### src/design/afw_pkg.sv
// Package for the automatic adjustment window controller: register map, layouts, reset values.
package afw_pkg;

	// Register byte offsets on the AHB-Lite slave.
	localparam logic [7:0] REG_MODE      = 8'h00;
	localparam logic [7:0] REG_WIN_SEL   = 8'h04;
	localparam logic [7:0] REG_STAT_X    = 8'h08;
	localparam logic [7:0] REG_STAT_W    = 8'h0C;
	localparam logic [7:0] REG_STAT_Y    = 8'h10;
	localparam logic [7:0] REG_STAT_H    = 8'h14;
	localparam logic [7:0] REG_IMG_X     = 8'h18;
	localparam logic [7:0] REG_IMG_W     = 8'h1C;
	localparam logic [7:0] REG_IMG_Y     = 8'h20;
	localparam logic [7:0] REG_IMG_H     = 8'h24;
	localparam logic [7:0] REG_TARGET    = 8'h28;
	localparam logic [7:0] REG_LIMITS    = 8'h2C;
	localparam logic [7:0] REG_PARAM     = 8'h30;
	localparam logic [7:0] REG_STATUS    = 8'h34;

	// Coordinate width and sensor size that the reset window covers.
	localparam int           COORD_W     = 12;
	localparam logic [11:0]  SENSOR_W    = 12'h293;
	localparam logic [11:0]  SENSOR_H    = 12'h1EE;

	// Adjustment mode encodings held in the mode register.
	localparam logic [1:0]   MODE_OFF    = 2'h0;
	localparam logic [1:0]   MODE_ONCE   = 2'h1;
	localparam logic [1:0]   MODE_CONT   = 2'h2;

	// Selector code of the first statistics window, the only one implemented.
	localparam logic [1:0]   SEL_FIRST   = 2'h0;

	// Single-shot give-up count in frames and the accepted error band.
	localparam logic [4:0]   ONCE_MAX_FRAMES = 5'h1E;
	localparam logic [7:0]   TOLERANCE       = 8'h02;

	// Reset values of target, limits and controlled parameter.
	localparam logic [7:0]   RST_TARGET  = 8'h80;
	localparam logic [15:0]  RST_LOWER   = 16'h0000;
	localparam logic [15:0]  RST_UPPER   = 16'hFFFF;
	localparam logic [15:0]  RST_PARAM   = 16'h0100;

	// Field positions inside the limits and status words.
	localparam int           LIM_UPPER_LSB  = 16;
	localparam int           STS_AVG_LSB    = 0;
	localparam int           STS_TRIES_LSB  = 8;
	localparam int           STS_NOOVL_BIT  = 16;
	localparam int           STS_BUSY_BIT   = 17;

	// A rectangle: offset and size in each direction.
	typedef struct packed {
		logic [11:0] x;
		logic [11:0] w;
		logic [11:0] y;
		logic [11:0] h;
	} afw_win_t;

	// One beat from the pixel pipeline, already binned where binning is on.
	typedef struct packed {
		logic       sof;
		logic       valid;
		logic       eol;
		logic       eof;
		logic [7:0] data;
	} afw_pix_t;

endpackage : afw_pkg

### src/design/afw_ctrl.sv
// Automatic adjustment controller: statistics window, frame average and off/once/continuous loop.
//
// Behaviour
// RQ1: Once mode adjusts until target, then off.
// RQ2: Once mode gives up after 30 frames.
// RQ3: Continuous mode adjusts per frame when free.
// RQ4: Continuous runs until once or off.
// RQ5: Later once, continuous or manual writes accepted.
// RQ6: Settings accepted live; take effect later.
// RQ7: Coordinates start at column 0, row 0.
// RQ8: Window is offset, width, offset, height.
// RQ9: Only statistics and image window overlap counts.
// RQ10: No overlap means no adjustment.
// RQ11: Reset window covers full sensor.
// RQ12: Software keeps window within sensor bounds.
// RQ13: Offsets and sizes in 1 pixel steps.
// RQ14: Software may prefer even steps on colour.
// RQ15: Binned pixels give virtual coordinates.
// RQ16: Software selects window before setting it.
// RQ17: Software configures fully, then enables.
// RQ18: Automatic result overwrites manual value; a manual write in the same cycle wins over it.
// RQ19: Target spans 0 to 255 always.
// RQ20: Frame average delivered at frame end.
`timescale 1ns/1ns
`default_nettype none

module afw_ctrl
	import afw_pkg::*;
(
	// Clock and reset.
	input  wire logic        hclk,
	input  wire logic        hresetn,
	// AHB-Lite slave.
	input  wire logic        hsel,
	input  wire logic [31:0] haddr,
	input  wire logic [1:0]  htrans,
	input  wire logic        hwrite,
	input  wire logic [2:0]  hsize,
	input  wire logic [31:0] hwdata,
	input  wire logic        hready,
	output logic             hreadyout,
	output logic             hresp,
	output logic [31:0]      hrdata,
	// Pixel pipeline.
	input  wire afw_pix_t    pix,
	// Controlled parameter towards the image pipeline.
	output logic [15:0]      param_value,
	output logic             param_update
);

	// Adjustment engine states.
	typedef enum logic [2:0] {
		ST_IDLE   = 3'b001,
		ST_DIVIDE = 3'b010,
		ST_ADJUST = 3'b100
	} afw_state_t;

	afw_state_t  state;          // Engine state.
	logic [1:0]  mode;           // Off, once or continuous.
	logic [1:0]  win_sel;        // Statistics window selector.
	afw_win_t    stat_win;       // Programmed statistics window.
	afw_win_t    img_win;        // Programmed output image window.
	afw_win_t    stat_act;       // Statistics window latched at frame start.
	afw_win_t    img_act;        // Image window latched at frame start.
	logic [7:0]  target;         // Target average gray level.
	logic [15:0] lim_lower;      // Lower limit of the parameter.
	logic [15:0] lim_upper;      // Upper limit of the parameter.
	logic [4:0]  tries;          // Frames used by the current once run.
	logic [11:0] col;            // Column of the next pixel.
	logic [11:0] row;            // Row of the current line.
	logic [31:0] sum;            // Gray level sum over counted pixels.
	logic [23:0] cnt;            // Number of counted pixels.
	logic [31:0] rem;            // Divider remainder.
	logic [23:0] div_cnt;        // Divisor held during division.
	logic [2:0]  bitpos;         // Quotient bit being resolved.
	logic [7:0]  avg;            // Last frame average.
	logic        no_overlap;     // Last frame had no counted pixel.
	logic        adj_done_once;  // Once run finishes this cycle.
	logic        ph_write;       // Data phase of a write pending.
	logic [7:0]  ph_addr;        // Address held for that write.
	logic [31:0] rd_word;        // Read data chosen in the address phase.
	logic        addr_ok;        // Address phase accepted this cycle.
	logic        in_stat;        // Pixel inside the statistics window.
	logic        in_img;         // Pixel inside the image window.
	logic [31:0] div_sub;        // Shifted divisor for this step.
	logic signed [17:0] next_raw;   // Parameter before clamping.
	logic [15:0] next_param;     // Clamped parameter.
	logic [7:0]  abs_err;        // Distance of average from target.

	// True when coordinate c lies in [off, off+size); the sum is widened to avoid wrap.
	// The name avoids the reserved set-membership operator of the language.
	function automatic logic in_span(input logic [11:0] c, input logic [11:0] off,
			input logic [11:0] size);
		logic [12:0] lim;
		lim = {1'b0, off} + {1'b0, size};
		in_span = (c >= off) && ({1'b0, c} < lim);
	endfunction : in_span

	// The slave never inserts wait states and always answers OKAY.
	assign hreadyout = 1'b1;
	assign hresp     = 1'b0;
	assign addr_ok   = hsel && htrans[1] && hready;

	// Address phase capture; a write completes in the following data phase.
	always_ff @(posedge hclk or negedge hresetn) begin
		if (!hresetn) begin
			ph_write <= 1'b0;
			ph_addr  <= 8'h00;
		end else begin
			ph_write <= addr_ok && hwrite;
			ph_addr  <= haddr[7:0];
		end
	end

	// Read multiplexer; unmapped addresses read as zero.
	always_comb begin
		rd_word = 32'h0000_0000;
		case (haddr[7:0])
			REG_MODE:    rd_word = {30'h0, mode};
			REG_WIN_SEL: rd_word = {30'h0, win_sel};
			REG_STAT_X:  rd_word = {20'h0, stat_win.x};
			REG_STAT_W:  rd_word = {20'h0, stat_win.w};
			REG_STAT_Y:  rd_word = {20'h0, stat_win.y};
			REG_STAT_H:  rd_word = {20'h0, stat_win.h};
			REG_IMG_X:   rd_word = {20'h0, img_win.x};
			REG_IMG_W:   rd_word = {20'h0, img_win.w};
			REG_IMG_Y:   rd_word = {20'h0, img_win.y};
			REG_IMG_H:   rd_word = {20'h0, img_win.h};
			REG_TARGET:  rd_word = {24'h0, target};
			REG_LIMITS:  rd_word = {lim_upper, lim_lower};
			REG_PARAM:   rd_word = {16'h0, param_value};
			REG_STATUS: begin
				rd_word[STS_AVG_LSB +: 8]   = avg;
				rd_word[STS_TRIES_LSB +: 5] = tries;
				rd_word[STS_NOOVL_BIT]      = no_overlap;
				rd_word[STS_BUSY_BIT]       = (state != ST_IDLE);
			end
			default:     rd_word = 32'h0000_0000;
		endcase
	end

	// Read data is registered so it stands through the whole data phase.
	always_ff @(posedge hclk or negedge hresetn) begin
		if (!hresetn) begin
			hrdata <= 32'h0000_0000;
		end else if (addr_ok && !hwrite) begin
			hrdata <= rd_word;
		end
	end

	// Configuration registers; live writes are fine because the pixel path uses copies.
	always_ff @(posedge hclk or negedge hresetn) begin
		if (!hresetn) begin
			win_sel   <= SEL_FIRST;
			// RQ11 full sensor window
			stat_win  <= '{x: 12'h000, w: SENSOR_W, y: 12'h000, h: SENSOR_H};
			img_win   <= '{x: 12'h000, w: SENSOR_W, y: 12'h000, h: SENSOR_H};
			target    <= RST_TARGET;
			lim_lower <= RST_LOWER;
			lim_upper <= RST_UPPER;
		end else if (ph_write) begin
			// RQ13 single pixel steps
			case (ph_addr)
				REG_WIN_SEL: win_sel <= hwdata[1:0];
				REG_IMG_X:   img_win.x <= hwdata[11:0];
				REG_IMG_W:   img_win.w <= hwdata[11:0];
				REG_IMG_Y:   img_win.y <= hwdata[11:0];
				REG_IMG_H:   img_win.h <= hwdata[11:0];
				// RQ19 full 8-bit target
				REG_TARGET:  target <= hwdata[7:0];
				REG_LIMITS: begin
					lim_lower <= hwdata[15:0];
					lim_upper <= hwdata[LIM_UPPER_LSB +: 16];
				end
				default: begin
					// RQ8 window fields, only through the first selector
					if (win_sel == SEL_FIRST) begin
						if (ph_addr == REG_STAT_X) stat_win.x <= hwdata[11:0];
						if (ph_addr == REG_STAT_W) stat_win.w <= hwdata[11:0];
						if (ph_addr == REG_STAT_Y) stat_win.y <= hwdata[11:0];
						if (ph_addr == REG_STAT_H) stat_win.h <= hwdata[11:0];
					end
				end
			endcase
		end
	end

	// Mode register; a software write outranks the engine turning itself off.
	always_ff @(posedge hclk or negedge hresetn) begin
		if (!hresetn) begin
			mode <= MODE_OFF;
		end else if (ph_write && ph_addr == REG_MODE) begin
			mode <= hwdata[1:0];
		end else if (adj_done_once) begin
			// RQ1 once returns off
			mode <= MODE_OFF;
		end
	end

	// RQ7 origin at zero
	// Pixel position tracking; binned beats count as virtual columns and lines.
	always_ff @(posedge hclk or negedge hresetn) begin
		if (!hresetn) begin
			col      <= 12'h000;
			row      <= 12'h000;
			stat_act <= '0;
			img_act  <= '0;
		end else if (pix.sof) begin
			// RQ6 window settings apply at frame start
			col      <= 12'h000;
			row      <= 12'h000;
			stat_act <= stat_win;
			img_act  <= img_win;
		end else if (pix.eol) begin
			// RQ15 virtual line advance
			col <= 12'h000;
			row <= row + 12'h001;
		end else if (pix.valid) begin
			col <= col + 12'h001;
		end
	end

	// RQ9 overlap test
	assign in_stat = in_span(col, stat_act.x, stat_act.w) && in_span(row, stat_act.y, stat_act.h);
	assign in_img  = in_span(col, img_act.x, img_act.w) && in_span(row, img_act.y, img_act.h);

	// Statistics accumulation over the overlap of the two windows.
	always_ff @(posedge hclk or negedge hresetn) begin
		if (!hresetn) begin
			sum <= 32'h0000_0000;
			cnt <= 24'h00_0000;
		end else if (pix.sof) begin
			sum <= 32'h0000_0000;
			cnt <= 24'h00_0000;
		end else if (pix.valid && !pix.eol && in_stat && in_img) begin
			sum <= sum + {24'h00_0000, pix.data};
			cnt <= cnt + 24'h00_0001;
		end
	end

	// Divider and clamp arithmetic for the adjustment step.
	always_comb begin
		div_sub  = {8'h00, div_cnt} << bitpos;
		next_raw = $signed({2'b00, param_value}) + $signed({10'h000, target})
			- $signed({10'h000, avg});
		if (next_raw < $signed({2'b00, lim_lower})) begin
			next_param = lim_lower;
		end else if (next_raw > $signed({2'b00, lim_upper})) begin
			next_param = lim_upper;
		end else begin
			next_param = next_raw[15:0];
		end
		abs_err = (avg > target) ? (avg - target) : (target - avg);
	end

	// A once run ends when the average is close enough or the frame budget is spent.
	// RQ2 thirty frame limit
	// An empty overlap never counts as on target, so such a run ends only on the budget.
	assign adj_done_once = (state == ST_ADJUST) && (mode == MODE_ONCE)
		&& ((!no_overlap && (abs_err <= TOLERANCE)) || (tries >= ONCE_MAX_FRAMES - 5'h01));

	// Engine: takes a frame at its end, divides, then steps the parameter.
	// A frame that ends while the engine is busy is dropped, which lowers the rate.
	always_ff @(posedge hclk or negedge hresetn) begin
		if (!hresetn) begin
			state      <= ST_IDLE;
			rem        <= 32'h0000_0000;
			div_cnt    <= 24'h00_0000;
			bitpos     <= 3'h7;
			avg        <= 8'h00;
			no_overlap <= 1'b0;
		end else begin
			case (state)
				ST_IDLE: begin
					// RQ3 adjust each free frame
					if (pix.eof && mode != MODE_OFF) begin
						rem        <= sum;
						div_cnt    <= cnt;
						bitpos     <= 3'h7;
						avg        <= 8'h00;
						// RQ10 empty overlap flagged
						no_overlap <= (cnt == 24'h00_0000);
						state      <= ST_DIVIDE;
					end
				end
				ST_DIVIDE: begin
					// RQ20 average by shift-subtract
					if (!no_overlap && rem >= div_sub) begin
						rem         <= rem - div_sub;
						avg[bitpos] <= 1'b1;
					end
					bitpos <= bitpos - 3'h1;
					if (bitpos == 3'h0) begin
						state <= ST_ADJUST;
					end
				end
				ST_ADJUST: begin
					state <= ST_IDLE;
				end
				default: begin
					state <= ST_IDLE;
				end
			endcase
		end
	end

	// Frames spent by a once run; cleared whenever once is not active.
	always_ff @(posedge hclk or negedge hresetn) begin
		if (!hresetn) begin
			tries <= 5'h00;
		end else if (mode != MODE_ONCE || adj_done_once) begin
			tries <= 5'h00;
		end else if (state == ST_ADJUST) begin
			tries <= tries + 5'h01;
		end
	end

	// Controlled parameter; a manual write wins over an automatic step in the same cycle.
	always_ff @(posedge hclk or negedge hresetn) begin
		if (!hresetn) begin
			param_value  <= RST_PARAM;
			param_update <= 1'b0;
		end else if (ph_write && ph_addr == REG_PARAM) begin
			// RQ5 manual write accepted
			param_value  <= hwdata[15:0];
			param_update <= 1'b1;
		end else if (state == ST_ADJUST && mode != MODE_OFF && !no_overlap) begin
			// RQ18 overwrite manual value
			// RQ4 value kept after off
			param_value  <= next_param;
			param_update <= 1'b1;
		end else begin
			param_update <= 1'b0;
		end
	end

endmodule : afw_ctrl

`default_nettype wire

### config.mk
export PLATFORM = sky130hd
export DESIGN_NAME = afw_ctrl
export DESIGN_NICKNAME = d
export VERILOG_FILES = /design/src/design/afw_pkg.sv /design/src/design/afw_ctrl.sv
export SDC_FILE = /design/constraint.sdc
export NUM_CORES = 1
export LEC_CHECK = 0
export ABC_AREA = 1
export BUFFER_PORTS_ARGS = -buffer_cell sky130_fd_sc_hd__buf_2
export CORE_ASPECT_RATIO = 1.25
export CORE_MARGIN = 3
export CORE_UTILIZATION = 65
export CTS_BUF_LIST = sky130_fd_sc_hd__clkbuf_2
export DETAILED_ROUTE_END_ITERATION = 8
export PLACE_DENSITY_LB_ADDON = 0.25
export SLEW_MARGIN = 10
export SYNTH_ARGS = -nofsm -noshare
export SYNTH_HDL_FRONTEND = slang
export SYNTH_SLANG_ARGS = --single-unit
### constraint.sdc
create_clock -name hclk -period 9.8 [get_ports hclk]
set_input_delay 0.49 -clock hclk [delete_from_list [all_inputs] [get_ports hclk]]
set_output_delay 0.49 -clock hclk [all_outputs]
set_load 0.005 [all_outputs]
==> summary.md <==
| Metric | Value |
|---|---|
| Ys Warns | `0` |
| H-tree lvl count | `3` |
| FP Rows | `88` |
| Pwr Total | `between 7 and 8 mW` |
| CTS tree | `yes` |
| Setup TNS | `0 ns` |
| CP Buf/Inv Count | `4` |
| CTS Sinks | `450` |
| CP delay by family, top | `simple AND/OR/NAND/NOR gates` |
| Layout fillers | `3907` |
| Reg clk slew, reported paths | `0.12 ns` |
| Total Nets Final | `4598` |
| Tot GR Track Use | `0.354` |
| First-pass GRT wire length | `144000 um` |
| Main synth FF type | `dfrtp_1` |
| Worst-Margin Slew | `1.15 ns` |
| Post-Syn Nets | `4445` |
| Critical path type | `reg2reg` |
| Clk buf depth | `3` |
| Status | `finished clean` |
| Post-synth ARST share | `1.00` |
| Gate Count Post-Synth | `4093` |
| Hold buffer count at cts | `64` |
| DRC errors left | `0` |
| IO Pins | `137` |
| Synth cell count leaders | `1061 x nand2_1, 486 x inv_1, 404 x dfrtp_1` |
| Starting Density | `0.661` |
| Hold Path Class | `in2reg` |
| CORE AREA | `0.0464 mm2` |
| DP Wirelength | `64400 um` |
| Period utilisation layout | `0.531` |
| 1st-pass router iterations | `8` |
| Top-count cell post-synth | `nand2_1` |
| Period minus WS final | `5.20 ns` |
| Most used cell, CP | `nand2_1` |
| Lkg Pwr | `between 15 and 20 nW` |
| Max transition margin | `0.233` |
| Layout cells sized above 1 | `0.0997` |
| Top cell type's share of synthesized area | `0.330` |
| Die ar. | `roughly 0.05 mm2` |
| CP max-delay cell | `nand2_1` |
| Max incr delay on CP | `about 0.6 ns` |
| Number of antenna violations at the first check in global routing | `2` |
| Routed WL | `88800 um` |
| Critical Path AT | `6.21 ns` |
| Netlist cell types | `just under 60` |
| Sequential area share after synthesis | `0.369` |
| Post-CTS sizing | `0` |
| Via count | `28700` |
| Vias in the first global route | `27800` |
| CTS Buf Count | `110` |
| CP Capture Type | `flop` |
| Max Slew Vio Count | `0` |
| Port bufs | `roughly 110` |
| Die width | `200 um` |
| WL per Instance | `around 18 um` |
| Setup crit start kind | `flop` |
| GP Congestion | `about 0.99` |
| Syn_area_per_cell | `between 7 and 8 um2` |
| Power per Cell Area | `215 mW/mm2` |
| Final ANT Viol Nets | `0` |
| Detailed Route Iter0 Violations | `2230` |
| Postcts setup bufs | `0` |
| Ranking of synthesized cells by area | `dfrtp_1 33%, nand2_1 13%, ha_1 10%` |
| Final hold vios | `0` |
| Clock skew | `0.155 ns` |
| Area grow syn2layout | `8.07%` |
| Crit Path Max Fanout | `20` |
| Area leader, netlist | `dfrtp_1` |
| Required time of the critical path | `10.81 ns` |
| Most crowded layer after global routing | `met2` |
| Flops & latches, synth | `450` |
| EDFF count, synth | `0` |
| VDD IR-drop max | `0.198 mV` |
| RSZ-0062 raised after global routing | `no` |
| Fmax | `approximately 190 MHz` |
| Vert. Die Dim | `249 um` |
| Vias per cell | `5.77` |
| CTS root buf | `clkbuf_2` |
| Pin count of the biggest net entering global routing | `122` |
| Clock Latency Late Sink | `1.19 ns` |
| Grt total ovfl | `0` |
| Global Route met3 Usage | `0.0535` |
| Max-cap viol count | `0` |
| Met2 global-route usage | `0.585` |
| Met1 Track Usage GR | `0.439` |
| Mapped Area | `0.0307 mm2` |
| R2R setup slack | `4.60 ns` |
| Final setup violation count | `0` |
[logic make-up after synthesis]
kind of cell             count (synthesis)  synth area share
AND/OR/NAND/NOR                       1807             0.255
AO/OA/AOI/OAI                          792             0.142
buffers and inverters                  654            0.0856
flip-flops                             450             0.369
adder cells (fa/ha/maj)                266             0.112
XOR/XNOR                               116            0.0331
multiplexers                             6           0.00196
other                                    2          0.000245
[final timing paths]
| kind | startpoint | endpoint | cells after the start |
|---|---|---|---|
| hold / removal | hwdata[2] | target[2] | 4 |
| setup / recovery | target[0] | param_value[14] | 26 |
| max in group asynchronous | hresetn | rem[21] | 5 |
| min in group asynchronous | hresetn | img_win[25] | 3 |
| setup reg to reg | target[0] | param_value[14] | 26 |
| hold reg to reg | hrdata[4] | hrdata[4] | 1 |
[flip-flops by register name, summed over array words and instances, names as in the netlist, 32 cells and up]
name,count
hrdata,32
img_act,48
img_win,48
rem,32
stat_act,48
stat_win,48
sum,32
[layout by cell type (no fill, tap or decap), types with 8 or more instances in the layout]
| cell | n |
|---|---|
| o31ai_1 | 16 |
| a21oi_1 | 256 |
| nand4_1 | 98 |
| fa_1 | 16 |
| nand3_1 | 279 |
| o21ai_1 | 38 |
| o211ai_1 | 8 |
| nor2_1 | 223 |
| dlygate4sd3_1 | 63 |
| clkbuf_2 | 172 |
| o22ai_1 | 27 |
| dfstp_2 | 46 |
| ha_1 | 250 |
| dfrtp_1 | 404 |
| o21ai_0 | 343 |
| clkinv_1 | 28 |
| buf_2 | 104 |
| nand3b_1 | 8 |
| o21bai_1 | 10 |
| nor4_1 | 22 |
| or2_2 | 12 |
| nor3_2 | 15 |
| inv_2 | 18 |
| xor2_1 | 92 |
| buf_4 | 21 |
| inv_1 | 485 |
| nor3_1 | 64 |
| o21a_1 | 10 |
| xnor2_1 | 24 |
| a221oi_1 | 23 |
| nand2_1 | 1059 |
| a21o_1 | 27 |
| a31oi_1 | 13 |
[final cells by class]
cell class                 count  area, um2  share of cell area
clock buffer                 172        861              0.0260
inverter                     505       1900              0.0574
tap                          630        788              0.0238
multi-input combinational   2989      16700               0.505
timing repair buffer         190       1350              0.0408
clock inverter                36        176             0.00532
sequential                   450      11300               0.342
antenna                        2       5.00            0.000151
[report_power, final]
group | total, mW | internal [mW] | switching [mW]
clock | 1.31 | 0.496 | 0.815
combinational | 3.67 | 1.23 | 2.44
sequential | 2.14 | 1.99 | 0.143
total | 7.12 | 3.72 | 3.40
[worst min-delay path, cell delays in order]
cell	delay [ns]
dlygate4sd3_1	0.54
buf_2	0.13
nand2_1	0.05
o21ai_0	0.06
[metrics by stage]
stage	cells	setup WS [ns]	utilization	hold WS (ns)	instance area, um2
CTS	4972	4.74	0.715	0.0201	33100
global placement	4700	4.89	0.678	0.455	31400
finish	4974	4.60	0.715	0.122	33100
global route	4974	4.29	0.715	0.0818	33100
floorplan	4093	6.02	-	0.194	30700
detailed placement	4700	4.84	0.678	0.460	31400
[layer usage]
layer | part of all wire | vias up
li1 | - | 14000
met2 | 0.47 | 1071
met5 | 0 | -
met3 | 0.061 | 275
met4 | 0.067 | 0
met1 | 0.40 | 13400
Note: power is estimated with default switching activity, not from simulation.
